===== src/inc/rcd_consts.svh =====
// Named constants for the dynamic range controller dynamics block.
// Assumes inclusion by bare name from design files; definitions only.
`ifndef RCD_CONSTS_SVH
`define RCD_CONSTS_SVH

////////////////////////////////////////////////////////////////////////////////
// Register word indices (byte address is four times the index)
`define RCD_IDX_MAIN        8'h28
`define RCD_IDX_TIMING      8'h29
`define RCD_IDX_STATUS      8'h30
`define RCD_MAIN_RST        16'h00EF
`define RCD_TIMING_RST      16'h3248
`define RCD_LANE0           7:0
`define RCD_LANE1           15:8

////////////////////////////////////////////////////////////////////////////////
// Field positions
`define RCD_EN_BIT          15
`define RCD_PATH_BIT        14
`define RCD_FFDLY_BIT       5
`define RCD_QR_BIT          2
`define RCD_CLIP_BIT        1
`define RCD_ATK_F           15:12
`define RCD_DCY_F           11:8
`define RCD_THR_F           7:6
`define RCD_QRD_F           5:4

////////////////////////////////////////////////////////////////////////////////
// Look-ahead delays in samples and code limits
`define RCD_DLY_SHORT       4'h5
`define RCD_DLY_LONG        4'h9
`define RCD_ATK_MIN         4'h1
`define RCD_ATK_MAX         4'hA
`define RCD_DCY_MAX         4'h8

////////////////////////////////////////////////////////////////////////////////
// Rate times in microseconds per 6dB, sample rate in Hz, 6dB in gain units
`define RCD_FS_HZ           64'h000000000000BB80
`define RCD_US_PER_S        64'h00000000000F4240
`define RCD_LOG_UNIT        64'h0000000001000000
`define RCD_ATK_BASE_US     64'h00000000000000B6
`define RCD_DCY_BASE_US     64'h000000000002D690
`define RCD_QR0_US          64'h00000000000002D5
`define RCD_QR1_US          64'h00000000000005AA
`define RCD_QR2_US          64'h00000000000016A8
// Gain units per sample for a given time per 6dB
`define RCD_STEP(t)         ((`RCD_LOG_UNIT * `RCD_US_PER_S) / ((t) * `RCD_FS_HZ))

////////////////////////////////////////////////////////////////////////////////
// Gain law and level detection
`define RCD_MAX_ATTEN       32'h03000000
`define RCD_UNITY           16'h8000
`define RCD_Q_SHIFT         15
`define RCD_FRAC_DROP       10
`define RCD_CLIP_LEVEL      33'h000007000
`define RCD_CLIP_BOOST      2
`define RCD_TARGET_MS       32'h04000000
`define RCD_MS_SHIFT        8
`define RCD_PEAK_SHIFT      12
`define RCD_CREST_K12       10'h010
`define RCD_CREST_K18       10'h03F
`define RCD_CREST_K24       10'h0FB
`define RCD_CREST_K30       10'h3E8

`endif


===== src/inc/rcd_pkg.sv =====
// Types shared by the dynamic range controller dynamics files.
// Assumes nothing of its surroundings.
package rcd_pkg;
  typedef logic signed [15:0] rcd_sample_t;
  typedef logic [15:0]        rcd_reg_t;
  typedef logic [31:0]        rcd_gain_t;
  typedef enum logic [1:0] {
    RCD_HOLD   = 2'b00,
    RCD_ATTACK = 2'b01,
    RCD_DECAY  = 2'b10,
    RCD_FAST   = 2'b11
  } rcd_slew_t;
endpackage

===== src/design/rcd_delay_mem.sv =====
// Sixteen-entry sample store for the look-ahead delay line.
// Assumes one write per sample; read data is registered, one cycle late.
module rcd_delay_mem (
  input  wire logic                clock_in,
  input  wire logic                we_in,
  input  wire logic [3:0]          waddr_in,
  input  wire rcd_pkg::rcd_sample_t wdata_in,
  input  wire logic [3:0]          raddr_in,
  output rcd_pkg::rcd_sample_t     rdata_out
);
  import rcd_pkg::*;

  rcd_sample_t mem_ff [16];
  rcd_sample_t rdata_ff;

  ////////////////////////////////////////////////////////////////////////////////
  // Storage needs no reset; stale words only matter for the first few samples
  always_ff @(posedge clock_in) begin
    if (we_in) begin
      mem_ff[waddr_in] <= wdata_in;
    end
    rdata_ff <= mem_ff[raddr_in];
  end

  assign rdata_out = rdata_ff;
endmodule


===== src/design/rcd_dynamics.sv =====
// Dynamic range controller dynamics: gain slew, look-ahead guard, fast release.
// Assumes samples arrive from same-clock logic with one-cycle valid strobes
// spaced at least three cycles apart, and a classic Wishbone master.
`include "rcd_consts.svh"
module rcd_dynamics (
  input  wire logic                 clock_in,
  input  wire logic                 rstn_in,
  input  wire logic                 wb_cyc_in,
  input  wire logic                 wb_stb_in,
  input  wire logic                 wb_we_in,
  input  wire logic [31:0]          wb_adr_in,
  input  wire logic [3:0]           wb_sel_in,
  input  wire logic [31:0]          wb_dat_in,
  output logic [31:0]               wb_dat_out,
  output logic                      wb_ack_out,
  input  wire rcd_pkg::rcd_sample_t mic_sample_in,
  input  wire logic                 mic_valid_in,
  input  wire rcd_pkg::rcd_sample_t dac_sample_in,
  input  wire logic                 dac_valid_in,
  output rcd_pkg::rcd_sample_t      mic_sample_out,
  output logic                      mic_valid_out,
  output rcd_pkg::rcd_sample_t      dac_sample_out,
  output logic                      dac_valid_out
);
  import rcd_pkg::*;

  rcd_reg_t     main_ff, nxt_main, timing_ff, nxt_timing, status;
  logic         ack_ff, nxt_ack;
  logic [31:0]  rdat_ff, nxt_rdat;
  logic         wb_req, adr_ok;
  logic [7:0]   adr_idx;
  rcd_sample_t  mic_x1_ff, nxt_mic_x1, dac_x1_ff, nxt_dac_x1;
  logic         mic_v1_ff, nxt_mic_v1, dac_v1_ff, nxt_dac_v1;
  rcd_sample_t  mic_o_ff, nxt_mic_o, dac_o_ff, nxt_dac_o;
  logic         mic_vo_ff, nxt_mic_vo, dac_vo_ff, nxt_dac_vo;
  logic [3:0]   wp_ff, nxt_wp, dly, raddr;
  rcd_gain_t    gain_ff, nxt_gain, step, atk_step, dcy_step, fast_step, dn, up;
  logic         clip_ff, nxt_clip;
  logic         en, on_dac, guard, fast_en, sel_v, proc_v, clip_hit, loud, crest;
  rcd_sample_t  sel_x, x1, delayed, mem_q, y, det_x;
  logic         det_v;
  logic [15:0]  lin;
  logic [16:0]  ax;
  logic [32:0]  la;
  logic signed [32:0] prod;
  logic [3:0]   atk_code, dcy_code;
  rcd_slew_t    slew;

  ////////////////////////////////////////////////////////////////////////////////
  // Wishbone slave: ack one cycle after the request, write lands with ack
  always_comb begin
    wb_req     = wb_cyc_in & wb_stb_in;
    adr_idx    = wb_adr_in[9:2];
    adr_ok     = (wb_adr_in[31:10] == 22'h000000) && (wb_adr_in[1:0] == 2'h0);
    nxt_ack    = wb_req & ~ack_ff;
    nxt_rdat   = rdat_ff;
    nxt_main   = main_ff;
    nxt_timing = timing_ff;
    status     = {loud, crest, clip_ff, en, gain_ff[25:14]};
    if (wb_req && !ack_ff && !wb_we_in) begin
      nxt_rdat = 32'h00000000; // Unmapped words read as zero
      if (adr_ok) begin
        case (adr_idx)
          `RCD_IDX_MAIN:   nxt_rdat = {16'h0000, main_ff};
          `RCD_IDX_TIMING: nxt_rdat = {16'h0000, timing_ff};
          `RCD_IDX_STATUS: nxt_rdat = {16'h0000, status};
          default:         nxt_rdat = 32'h00000000;
        endcase
      end
    end
    // Bits 16 and up carry nothing; those lanes are dropped
    if (wb_req && ack_ff && wb_we_in && adr_ok) begin
      if (adr_idx == `RCD_IDX_MAIN) begin
        if (wb_sel_in[0]) nxt_main[`RCD_LANE0] = wb_dat_in[`RCD_LANE0];
        if (wb_sel_in[1]) nxt_main[`RCD_LANE1] = wb_dat_in[`RCD_LANE1];
      end
      if (adr_idx == `RCD_IDX_TIMING) begin
        if (wb_sel_in[0]) nxt_timing[`RCD_LANE0] = wb_dat_in[`RCD_LANE0];
        if (wb_sel_in[1]) nxt_timing[`RCD_LANE1] = wb_dat_in[`RCD_LANE1];
      end
    end
  end

  always_ff @(posedge clock_in) begin
    if (!rstn_in) begin
      main_ff   <= `RCD_MAIN_RST;
      timing_ff <= `RCD_TIMING_RST;
      ack_ff    <= 1'b0;
      rdat_ff   <= 32'h00000000;
    end else begin
      main_ff   <= nxt_main;
      timing_ff <= nxt_timing;
      ack_ff    <= nxt_ack;
      rdat_ff   <= nxt_rdat;
    end
  end

  assign wb_ack_out = ack_ff;
  assign wb_dat_out = rdat_ff;

  ////////////////////////////////////////////////////////////////////////////////
  // Path choice and delay line addressing
  always_comb begin
    en      = main_ff[`RCD_EN_BIT];
    on_dac  = main_ff[`RCD_PATH_BIT];
    guard   = main_ff[`RCD_CLIP_BIT];
    fast_en = main_ff[`RCD_QR_BIT];
    sel_v   = en & (on_dac ? dac_valid_in : mic_valid_in);
    sel_x   = on_dac ? dac_sample_in : mic_sample_in;
    dly     = main_ff[`RCD_FFDLY_BIT] ? `RCD_DLY_LONG : `RCD_DLY_SHORT;
    raddr   = 4'(wp_ff - dly);
    nxt_wp  = sel_v ? 4'(wp_ff + 4'h1) : wp_ff;
  end

  rcd_delay_mem u_delay (
    .clock_in  (clock_in),
    .we_in     (sel_v),
    .waddr_in  (wp_ff),
    .wdata_in  (sel_x),
    .raddr_in  (raddr),
    .rdata_out (mem_q)
  );

  ////////////////////////////////////////////////////////////////////////////////
  // Gain law: attenuation in log units, 6dB per 2^24, linear form in Q1.15.
  // The fraction uses a straight-line approximation; error stays under 0.6dB.
  always_comb begin
    proc_v  = en & (on_dac ? dac_v1_ff : mic_v1_ff);
    x1      = on_dac ? dac_x1_ff : mic_x1_ff;
    delayed = guard ? mem_q : x1;
    lin     = (`RCD_UNITY - 16'(gain_ff[23:0] >> `RCD_FRAC_DROP)) >> gain_ff[25:24];
    prod    = $signed(delayed) * $signed({1'b0, lin});
    y       = 16'(prod >>> `RCD_Q_SHIFT);
    ax      = x1[15] ? 17'(-$signed({x1[15], x1})) : {1'b0, x1};
    la      = (33'(ax) * 33'(lin)) >> `RCD_Q_SHIFT;
    // Undelayed sample seen through the current gain warns of clipping early
    clip_hit = guard & (la > `RCD_CLIP_LEVEL);
  end

  ////////////////////////////////////////////////////////////////////////////////
  // Slew step selection; reserved codes clamp to the nearest legal one
  always_comb begin
    atk_code = timing_ff[`RCD_ATK_F];
    if (atk_code < `RCD_ATK_MIN) atk_code = `RCD_ATK_MIN;
    if (atk_code > `RCD_ATK_MAX) atk_code = `RCD_ATK_MAX;
    dcy_code = timing_ff[`RCD_DCY_F];
    if (dcy_code > `RCD_DCY_MAX) dcy_code = `RCD_DCY_MAX;
    atk_step = 32'(`RCD_STEP(`RCD_ATK_BASE_US)) >> (atk_code - `RCD_ATK_MIN);
    dcy_step = 32'(`RCD_STEP(`RCD_DCY_BASE_US)) >> dcy_code;
    case (timing_ff[`RCD_QRD_F])
      2'b00:   fast_step = 32'(`RCD_STEP(`RCD_QR0_US));
      2'b01:   fast_step = 32'(`RCD_STEP(`RCD_QR1_US));
      default: fast_step = 32'(`RCD_STEP(`RCD_QR2_US));
    endcase
    if (!proc_v) begin
      slew = RCD_HOLD;
    end else if (loud || clip_hit) begin
      slew = RCD_ATTACK;
    end else if (fast_en && crest) begin
      slew = RCD_FAST;
    end else begin
      slew = RCD_DECAY;
    end
    case (slew)
      RCD_ATTACK: step = clip_hit ? atk_step << `RCD_CLIP_BOOST : atk_step;
      RCD_FAST:   step = fast_step;
      RCD_DECAY:  step = dcy_step;
      default:    step = 32'h00000000;
    endcase
  end

  ////////////////////////////////////////////////////////////////////////////////
  // Gain update once per processed sample, clamped to 0dB..-18dB
  always_comb begin
    up       = 32'(gain_ff + step);
    dn       = (gain_ff > step) ? 32'(gain_ff - step) : 32'h00000000;
    nxt_gain = gain_ff;
    nxt_clip = proc_v ? clip_hit : clip_ff;
    case (slew)
      RCD_ATTACK: nxt_gain = (up > `RCD_MAX_ATTEN) ? `RCD_MAX_ATTEN : up;
      RCD_FAST:   nxt_gain = dn;
      RCD_DECAY:  nxt_gain = dn;
      default:    nxt_gain = gain_ff;
    endcase
    if (!en) begin
      nxt_gain = 32'h00000000; // Restart from unity when re-enabled
      nxt_clip = 1'b0;
    end
  end

  ////////////////////////////////////////////////////////////////////////////////
  // Two-stage sample pipeline; the other path passes untouched, same latency
  always_comb begin
    nxt_mic_x1 = mic_valid_in ? mic_sample_in : mic_x1_ff;
    nxt_dac_x1 = dac_valid_in ? dac_sample_in : dac_x1_ff;
    nxt_mic_v1 = mic_valid_in;
    nxt_dac_v1 = dac_valid_in;
    nxt_mic_vo = mic_v1_ff;
    nxt_dac_vo = dac_v1_ff;
    nxt_mic_o  = mic_o_ff;
    nxt_dac_o  = dac_o_ff;
    if (mic_v1_ff) nxt_mic_o = (en && !on_dac) ? y : mic_x1_ff;
    if (dac_v1_ff) nxt_dac_o = (en && on_dac) ? y : dac_x1_ff;
    det_v = en & (on_dac ? dac_vo_ff : mic_vo_ff);
    det_x = on_dac ? dac_o_ff : mic_o_ff;
  end

  always_ff @(posedge clock_in) begin
    if (!rstn_in) begin
      mic_x1_ff <= 16'h0000;
      dac_x1_ff <= 16'h0000;
      mic_v1_ff <= 1'b0;
      dac_v1_ff <= 1'b0;
      mic_o_ff  <= 16'h0000;
      dac_o_ff  <= 16'h0000;
      mic_vo_ff <= 1'b0;
      dac_vo_ff <= 1'b0;
      wp_ff     <= 4'h0;
      gain_ff   <= 32'h00000000;
      clip_ff   <= 1'b0;
    end else begin
      mic_x1_ff <= nxt_mic_x1;
      dac_x1_ff <= nxt_dac_x1;
      mic_v1_ff <= nxt_mic_v1;
      dac_v1_ff <= nxt_dac_v1;
      mic_o_ff  <= nxt_mic_o;
      dac_o_ff  <= nxt_dac_o;
      mic_vo_ff <= nxt_mic_vo;
      dac_vo_ff <= nxt_dac_vo;
      wp_ff     <= nxt_wp;
      gain_ff   <= nxt_gain;
      clip_ff   <= nxt_clip;
    end
  end

  // Detector watches the controlled output, closing the feedback loop
  rcd_level_det u_det (
    .clock_in   (clock_in),
    .rstn_in    (rstn_in),
    .valid_in   (det_v),
    .sample_in  (det_x),
    .fast_en_in (fast_en),
    .thr_sel_in (timing_ff[`RCD_THR_F]),
    .loud_out   (loud),
    .crest_out  (crest)
  );

  assign mic_sample_out = mic_o_ff;
  assign mic_valid_out  = mic_vo_ff;
  assign dac_sample_out = dac_o_ff;
  assign dac_valid_out  = dac_vo_ff;
endmodule


===== src/design/rcd_level_det.sv =====
// Level detector: mean square, decaying peak and crest factor flag.
// Assumes one valid pulse per processed output sample, same clock.
`include "rcd_consts.svh"
module rcd_level_det (
  input  wire logic                 clock_in,
  input  wire logic                 rstn_in,
  input  wire logic                 valid_in,
  input  wire rcd_pkg::rcd_sample_t sample_in,
  input  wire logic                 fast_en_in,
  input  wire logic [1:0]           thr_sel_in,
  output logic                      loud_out,
  output logic                      crest_out
);
  import rcd_pkg::*;

  logic [31:0]        ms_ff, nxt_ms, peak_ff, nxt_peak, sq;
  logic signed [32:0] diff;
  logic               loud_ff, nxt_loud, crest_ff, nxt_crest;
  logic [9:0]         k;
  logic [41:0]        ms_k;

  ////////////////////////////////////////////////////////////////////////////////
  // Averaged power, not the raw sample, drives the gain decision
  always_comb begin
    sq        = 32'($signed(sample_in) * $signed(sample_in));
    diff      = $signed({1'b0, sq}) - $signed({1'b0, ms_ff});
    nxt_ms    = ms_ff;
    nxt_peak  = peak_ff;
    nxt_loud  = loud_ff;
    nxt_crest = crest_ff;
    case (thr_sel_in)
      2'b00:   k = `RCD_CREST_K12;
      2'b01:   k = `RCD_CREST_K18;
      2'b10:   k = `RCD_CREST_K24;
      default: k = `RCD_CREST_K30;
    endcase
    ms_k = 42'(ms_ff) * 42'(k); // Power ratio stands in for amplitude ratio
    if (valid_in) begin
      nxt_ms    = 32'(ms_ff + 32'(diff >>> `RCD_MS_SHIFT));
      nxt_peak  = (sq > peak_ff) ? sq : peak_ff - (peak_ff >> `RCD_PEAK_SHIFT);
      nxt_loud  = ms_ff > `RCD_TARGET_MS;
      nxt_crest = fast_en_in && (42'(peak_ff) > ms_k);
    end
    if (!fast_en_in) begin
      nxt_crest = 1'b0;
    end
  end

  always_ff @(posedge clock_in) begin
    if (!rstn_in) begin
      ms_ff    <= 32'h00000000;
      peak_ff  <= 32'h00000000;
      loud_ff  <= 1'b0;
      crest_ff <= 1'b0;
    end else begin
      ms_ff    <= nxt_ms;
      peak_ff  <= nxt_peak;
      loud_ff  <= nxt_loud;
      crest_ff <= nxt_crest;
    end
  end

  assign loud_out  = loud_ff;
  assign crest_out = crest_ff;
endmodule


===== config.mk =====
export PLATFORM = sky130hd
export DESIGN_NAME = rcd_dynamics
export DESIGN_NICKNAME = d
export VERILOG_FILES = /design/src/inc/rcd_pkg.sv /design/src/design/rcd_delay_mem.sv /design/src/design/rcd_dynamics.sv /design/src/design/rcd_level_det.sv
export VERILOG_INCLUDE_DIRS = /design/src /design/src/inc
export SDC_FILE = /design/constraint.sdc
export NUM_CORES = 2
export LEC_CHECK = 0
export ABC_AREA = 1
export BUFFER_PORTS_ARGS = -buffer_cell sky130_fd_sc_hd__clkbuf_2
export CORE_MARGIN = 2
export CORE_UTILIZATION = 59
export CTS_CLUSTER_DIAMETER = 50
export DETAILED_ROUTE_END_ITERATION = 6
export PLACE_DENSITY = 0.86
export SKIP_CTS_REPAIR_TIMING = 1
export SLEW_MARGIN = 20
export SYNTH_ARGS = -nofsm -noshare
export SYNTH_HDL_FRONTEND = slang
export SYNTH_SLANG_ARGS = --single-unit

===== constraint.sdc =====
create_clock -name clock_in -period 10 [get_ports clock_in]
set_clock_uncertainty 0.2 [all_clocks]
set_input_delay 0.5 -clock clock_in [delete_from_list [all_inputs] [get_ports clock_in]]
set_output_delay 0.5 -clock clock_in [all_outputs]
set_load 0.005 [all_outputs]

==> reports/metrics.yaml <==
drt:
  drt-vias-per-instance: 5.861
  wire_per_inst_microns: 20.83
  first_iter_violations: 7165
  drc: 1
  vias: 62250
  dr.pass1.iters: 7
  drtAntennaViolNets: 0
  wl_mm: 221.2
setup_path:
  r2r_cells: 68
  critPathArrivalTime_ps: 11560
  endpoint_kind: "flip-flop"
  rr_startpoint: "main_ff[14]$_SDFFE_PN0P_"
  crit_type: "flip-flop to flip-flop"
  worstSetupStartpointType: "flip-flop"
  cp_max_fo: 6
  startpoint: "main_ff[14]$_SDFFE_PN0P_"
  cp.required_ps: 10390
  r2r_slack_ps: -1170
  slowest_stage: "fa_1"
  worst_path_largest_cell_delay_ps: 560
global_route:
  grt_pass1_vias: 62730
  grt_pass1_wl_mm: 336.8
  grt.overflow.total: 0
  grt.total_usage: 0.3819
  grt_antenna_before_repair: 16
  grt_max_degree: 92
timing:
  holdWs_ps: -10.21
  slew_violations: 0
  min_period_ps: 11170
  finalSetupTns_ps: -34330
  layout_setup_ws_ps: -1174
  maxSlewHeadroom: 0.1499
  fin_crit_sh: 1.117
  setup_violations: 36
  tightest_slew_ps: 1275
  clock.fmax_mhz: 89.49
  finalHoldViolCount: 3
  rsz0062_at_grt: "true"
status:
  violations: "DRC, hold timing, setup timing"
  status: "finished, violations left"
power:
  power_mw: 6.331
  peakVddDrop_uv: 229.7
  p_per_area_nw_per_um2: 80.98
  p_leak_nw: 39.16
flow_run:
  drv_cap: 0
cells_and_area:
  syn_to_final_growth_pct: 19.04
  drive_gt1_frac: 0.1600
  fin_nets: 10640
  fin_cells: 10620
logic_synthesis:
  syn_avg_cell_area_sq_um: 7.951
  synth_seq_area_share: 0.1890
  synthTopCellsByCount: "inv_1, nand2_1, nor2_1"
  synth_top_flop_cell: "edfxtp_1"
  ys_async_sr_fraction: 0
  synth_cells: 8260
  synth_top_area_share: 0.2683
  synth.most_common_cell: "inv_1"
  synth_area_leaders: "fa_1, edfxtp_1, ha_1, inv_1, nand2_1"
  yosysUniqueCellTypes: 60
  ys_warn_count: 0
  synth_area_leader_cell: "fa_1"
  synth-edff-count: 256
  synth_seq_cells: 492
  syn_area_sq_um: 65670
hold_path:
  min-delay-start: "wb_dat_in[8]"
  hold_depth: 3
  min_path_type: "input port to flip-flop"
clock_tree:
  cts_num_sinks: 492
  tritoncts: "yes"
  cts.htree.levels: 3
  root_buffer: "clkbuf_16"
  clk_latency_ps: 680
  clk_path_buf_depth: 3
  clk_pin_slew_worst_paths_ps: 60
  numCtsBuffers: 66
placement:
  routabilityCongestion: 1.062
  port_buffers: 139
  dp.final_hpwl_mm: 172.3
  dp.cells: 10420
floorplanning:
  placementRows: 122
  core_sq_um: 110500
  pin_count: 174
  start_util: 0.5942
  fp.dieArea_sq_um: 114000
  die_w_microns: 337.6
  chipHeight_microns: 337.6
## worst max-delay path: cells and delay by family, from the launching register on
kind,cells,cell delay [ps]
AND/OR/NAND/NOR,33,3780
adder cells (fa/ha/maj),8,3530
buffers and inverters,22,2480
AO/OA/AOI/OAI,4,510
flip-flops,1,390
XOR/XNOR,1,160
## metrics by stage
stage	instance area [sq um]	setup WS (ps)	util
final	78180	-1174	0.7074
after global routing	78160	-1776	0.7073
after global placement	73640	-1157	0.6664
after detailed placement	73640	-1380	0.6664
after floorplan	66080	14.92	-
after CTS	76020	-1472	0.6879
## metal layers
| layer | GRT usage | vias to the layer above | wire length, microns |
|---|---|---|---|
| met1 | 0.4671 | 29780 | 79310 |
| met5 | 0 | - | 115 |
| met4 | 0.2165 | 22 | 14640 |
| met2 | 0.6042 | 3902 | 99490 |
| li1 | - | 27570 | - |
| met3 | 0.1121 | 978 | 27660 |
## cell usage in the layout, fill, tap and decap left out, types with 16 or more instances in the layout
master | netlist | layout
conb_1 | 2 | 32
o221ai_1 | 37 | 36
or2_2 | 30 | 28
clkbuf_2 | 0 | 138
o21a_1 | 28 | 28
edfxtp_1 | 256 | 256
nand2_1 | 1397 | 1359
xor2_1 | 176 | 170
mux2i_1 | 19 | 19
o21ai_0 | 443 | 386
xnor2_1 | 57 | 54
dlygate4sd3_1 | 0 | 31
o211ai_1 | 95 | 95
nor2_2 | 2 | 36
clkbuf_1 | 245 | 16
buf_12 | 0 | 25
nor3_1 | 58 | 46
ha_1 | 578 | 552
nand3_1 | 215 | 193
nand2_2 | 4 | 35
nand4_1 | 53 | 53
a31oi_1 | 47 | 41
o32ai_1 | 48 | 48
nand3_2 | 4 | 25
ha_4 | 0 | 21
nor2_1 | 932 | 887
fa_1 | 880 | 871
a21oi_1 | 480 | 430
clkbuf_16 | 0 | 67
dfxtp_1 | 236 | 231
buf_6 | 3 | 20
inv_1 | 1695 | 1664
inv_2 | 6 | 30
o21ai_2 | 5 | 47
nor4_1 | 34 | 27
o21ai_1 | 29 | 40
buf_4 | 22 | 789
a21oi_2 | 0 | 40
## logic make-up after synthesis
kind of cell | count (synthesis) | share of synthesized area
buf+inv | 2007 | 0.1164
flops | 492 | 0.1890
compound gates | 1296 | 0.1129
other cells | 2 | 0.0001144
xor+xnor | 233 | 0.03107
fa+ha+maj | 1458 | 0.3784
simple gates | 2753 | 0.1692
mux | 19 | 0.002896
## path summary, 6_finish.rpt
check	endpoint
setup reg to reg	gain_ff[5]$_SDFFE_PN0P_
hold reg to reg	wb_ack_out$_SDFF_PN0_
hold / removal	timing_ff[8]$_SDFFE_PN0P_
setup / recovery	gain_ff[5]$_SDFFE_PN0P_
## where the power goes
part	internal, mW	switching [mW]
Combinational	0.699	0.939
Clock	1.51	1.04
Sequential	2.14	0.0113
## cell type report
class | instances | area, sq um
Timing Repair Buffer | 1005 | 7690
Antenna cell | 7 | 17.52
Tap cell | 1488 | 1862
Inverter | 1717 | 6492
Clock buffer | 87 | 1780
Timing Repair inverter | 1 | 8.758
Sequential cell | 492 | 12430
Fill cell | 8191 | 32340
Clock inverter | 34 | 599.3
Multi-Input combinational cell | 5791 | 47300
## registers in the layout, indices dropped and copies added, names as in the netlist, 4 cells and up
name / flops
u_delay.mem_ff: 256
gain_ff: 32
u_det.ms_ff: 32
u_det.peak_ff: 32
dac_sample_out: 16
dac_x1_ff: 16
main_ff: 16
mic_sample_out: 16
mic_x1_ff: 16
timing_ff: 16
u_delay.rdata_out: 16
wb_dat_out: 16
wp_ff: 4
Note: power is estimated with default switching activity, not from simulation.
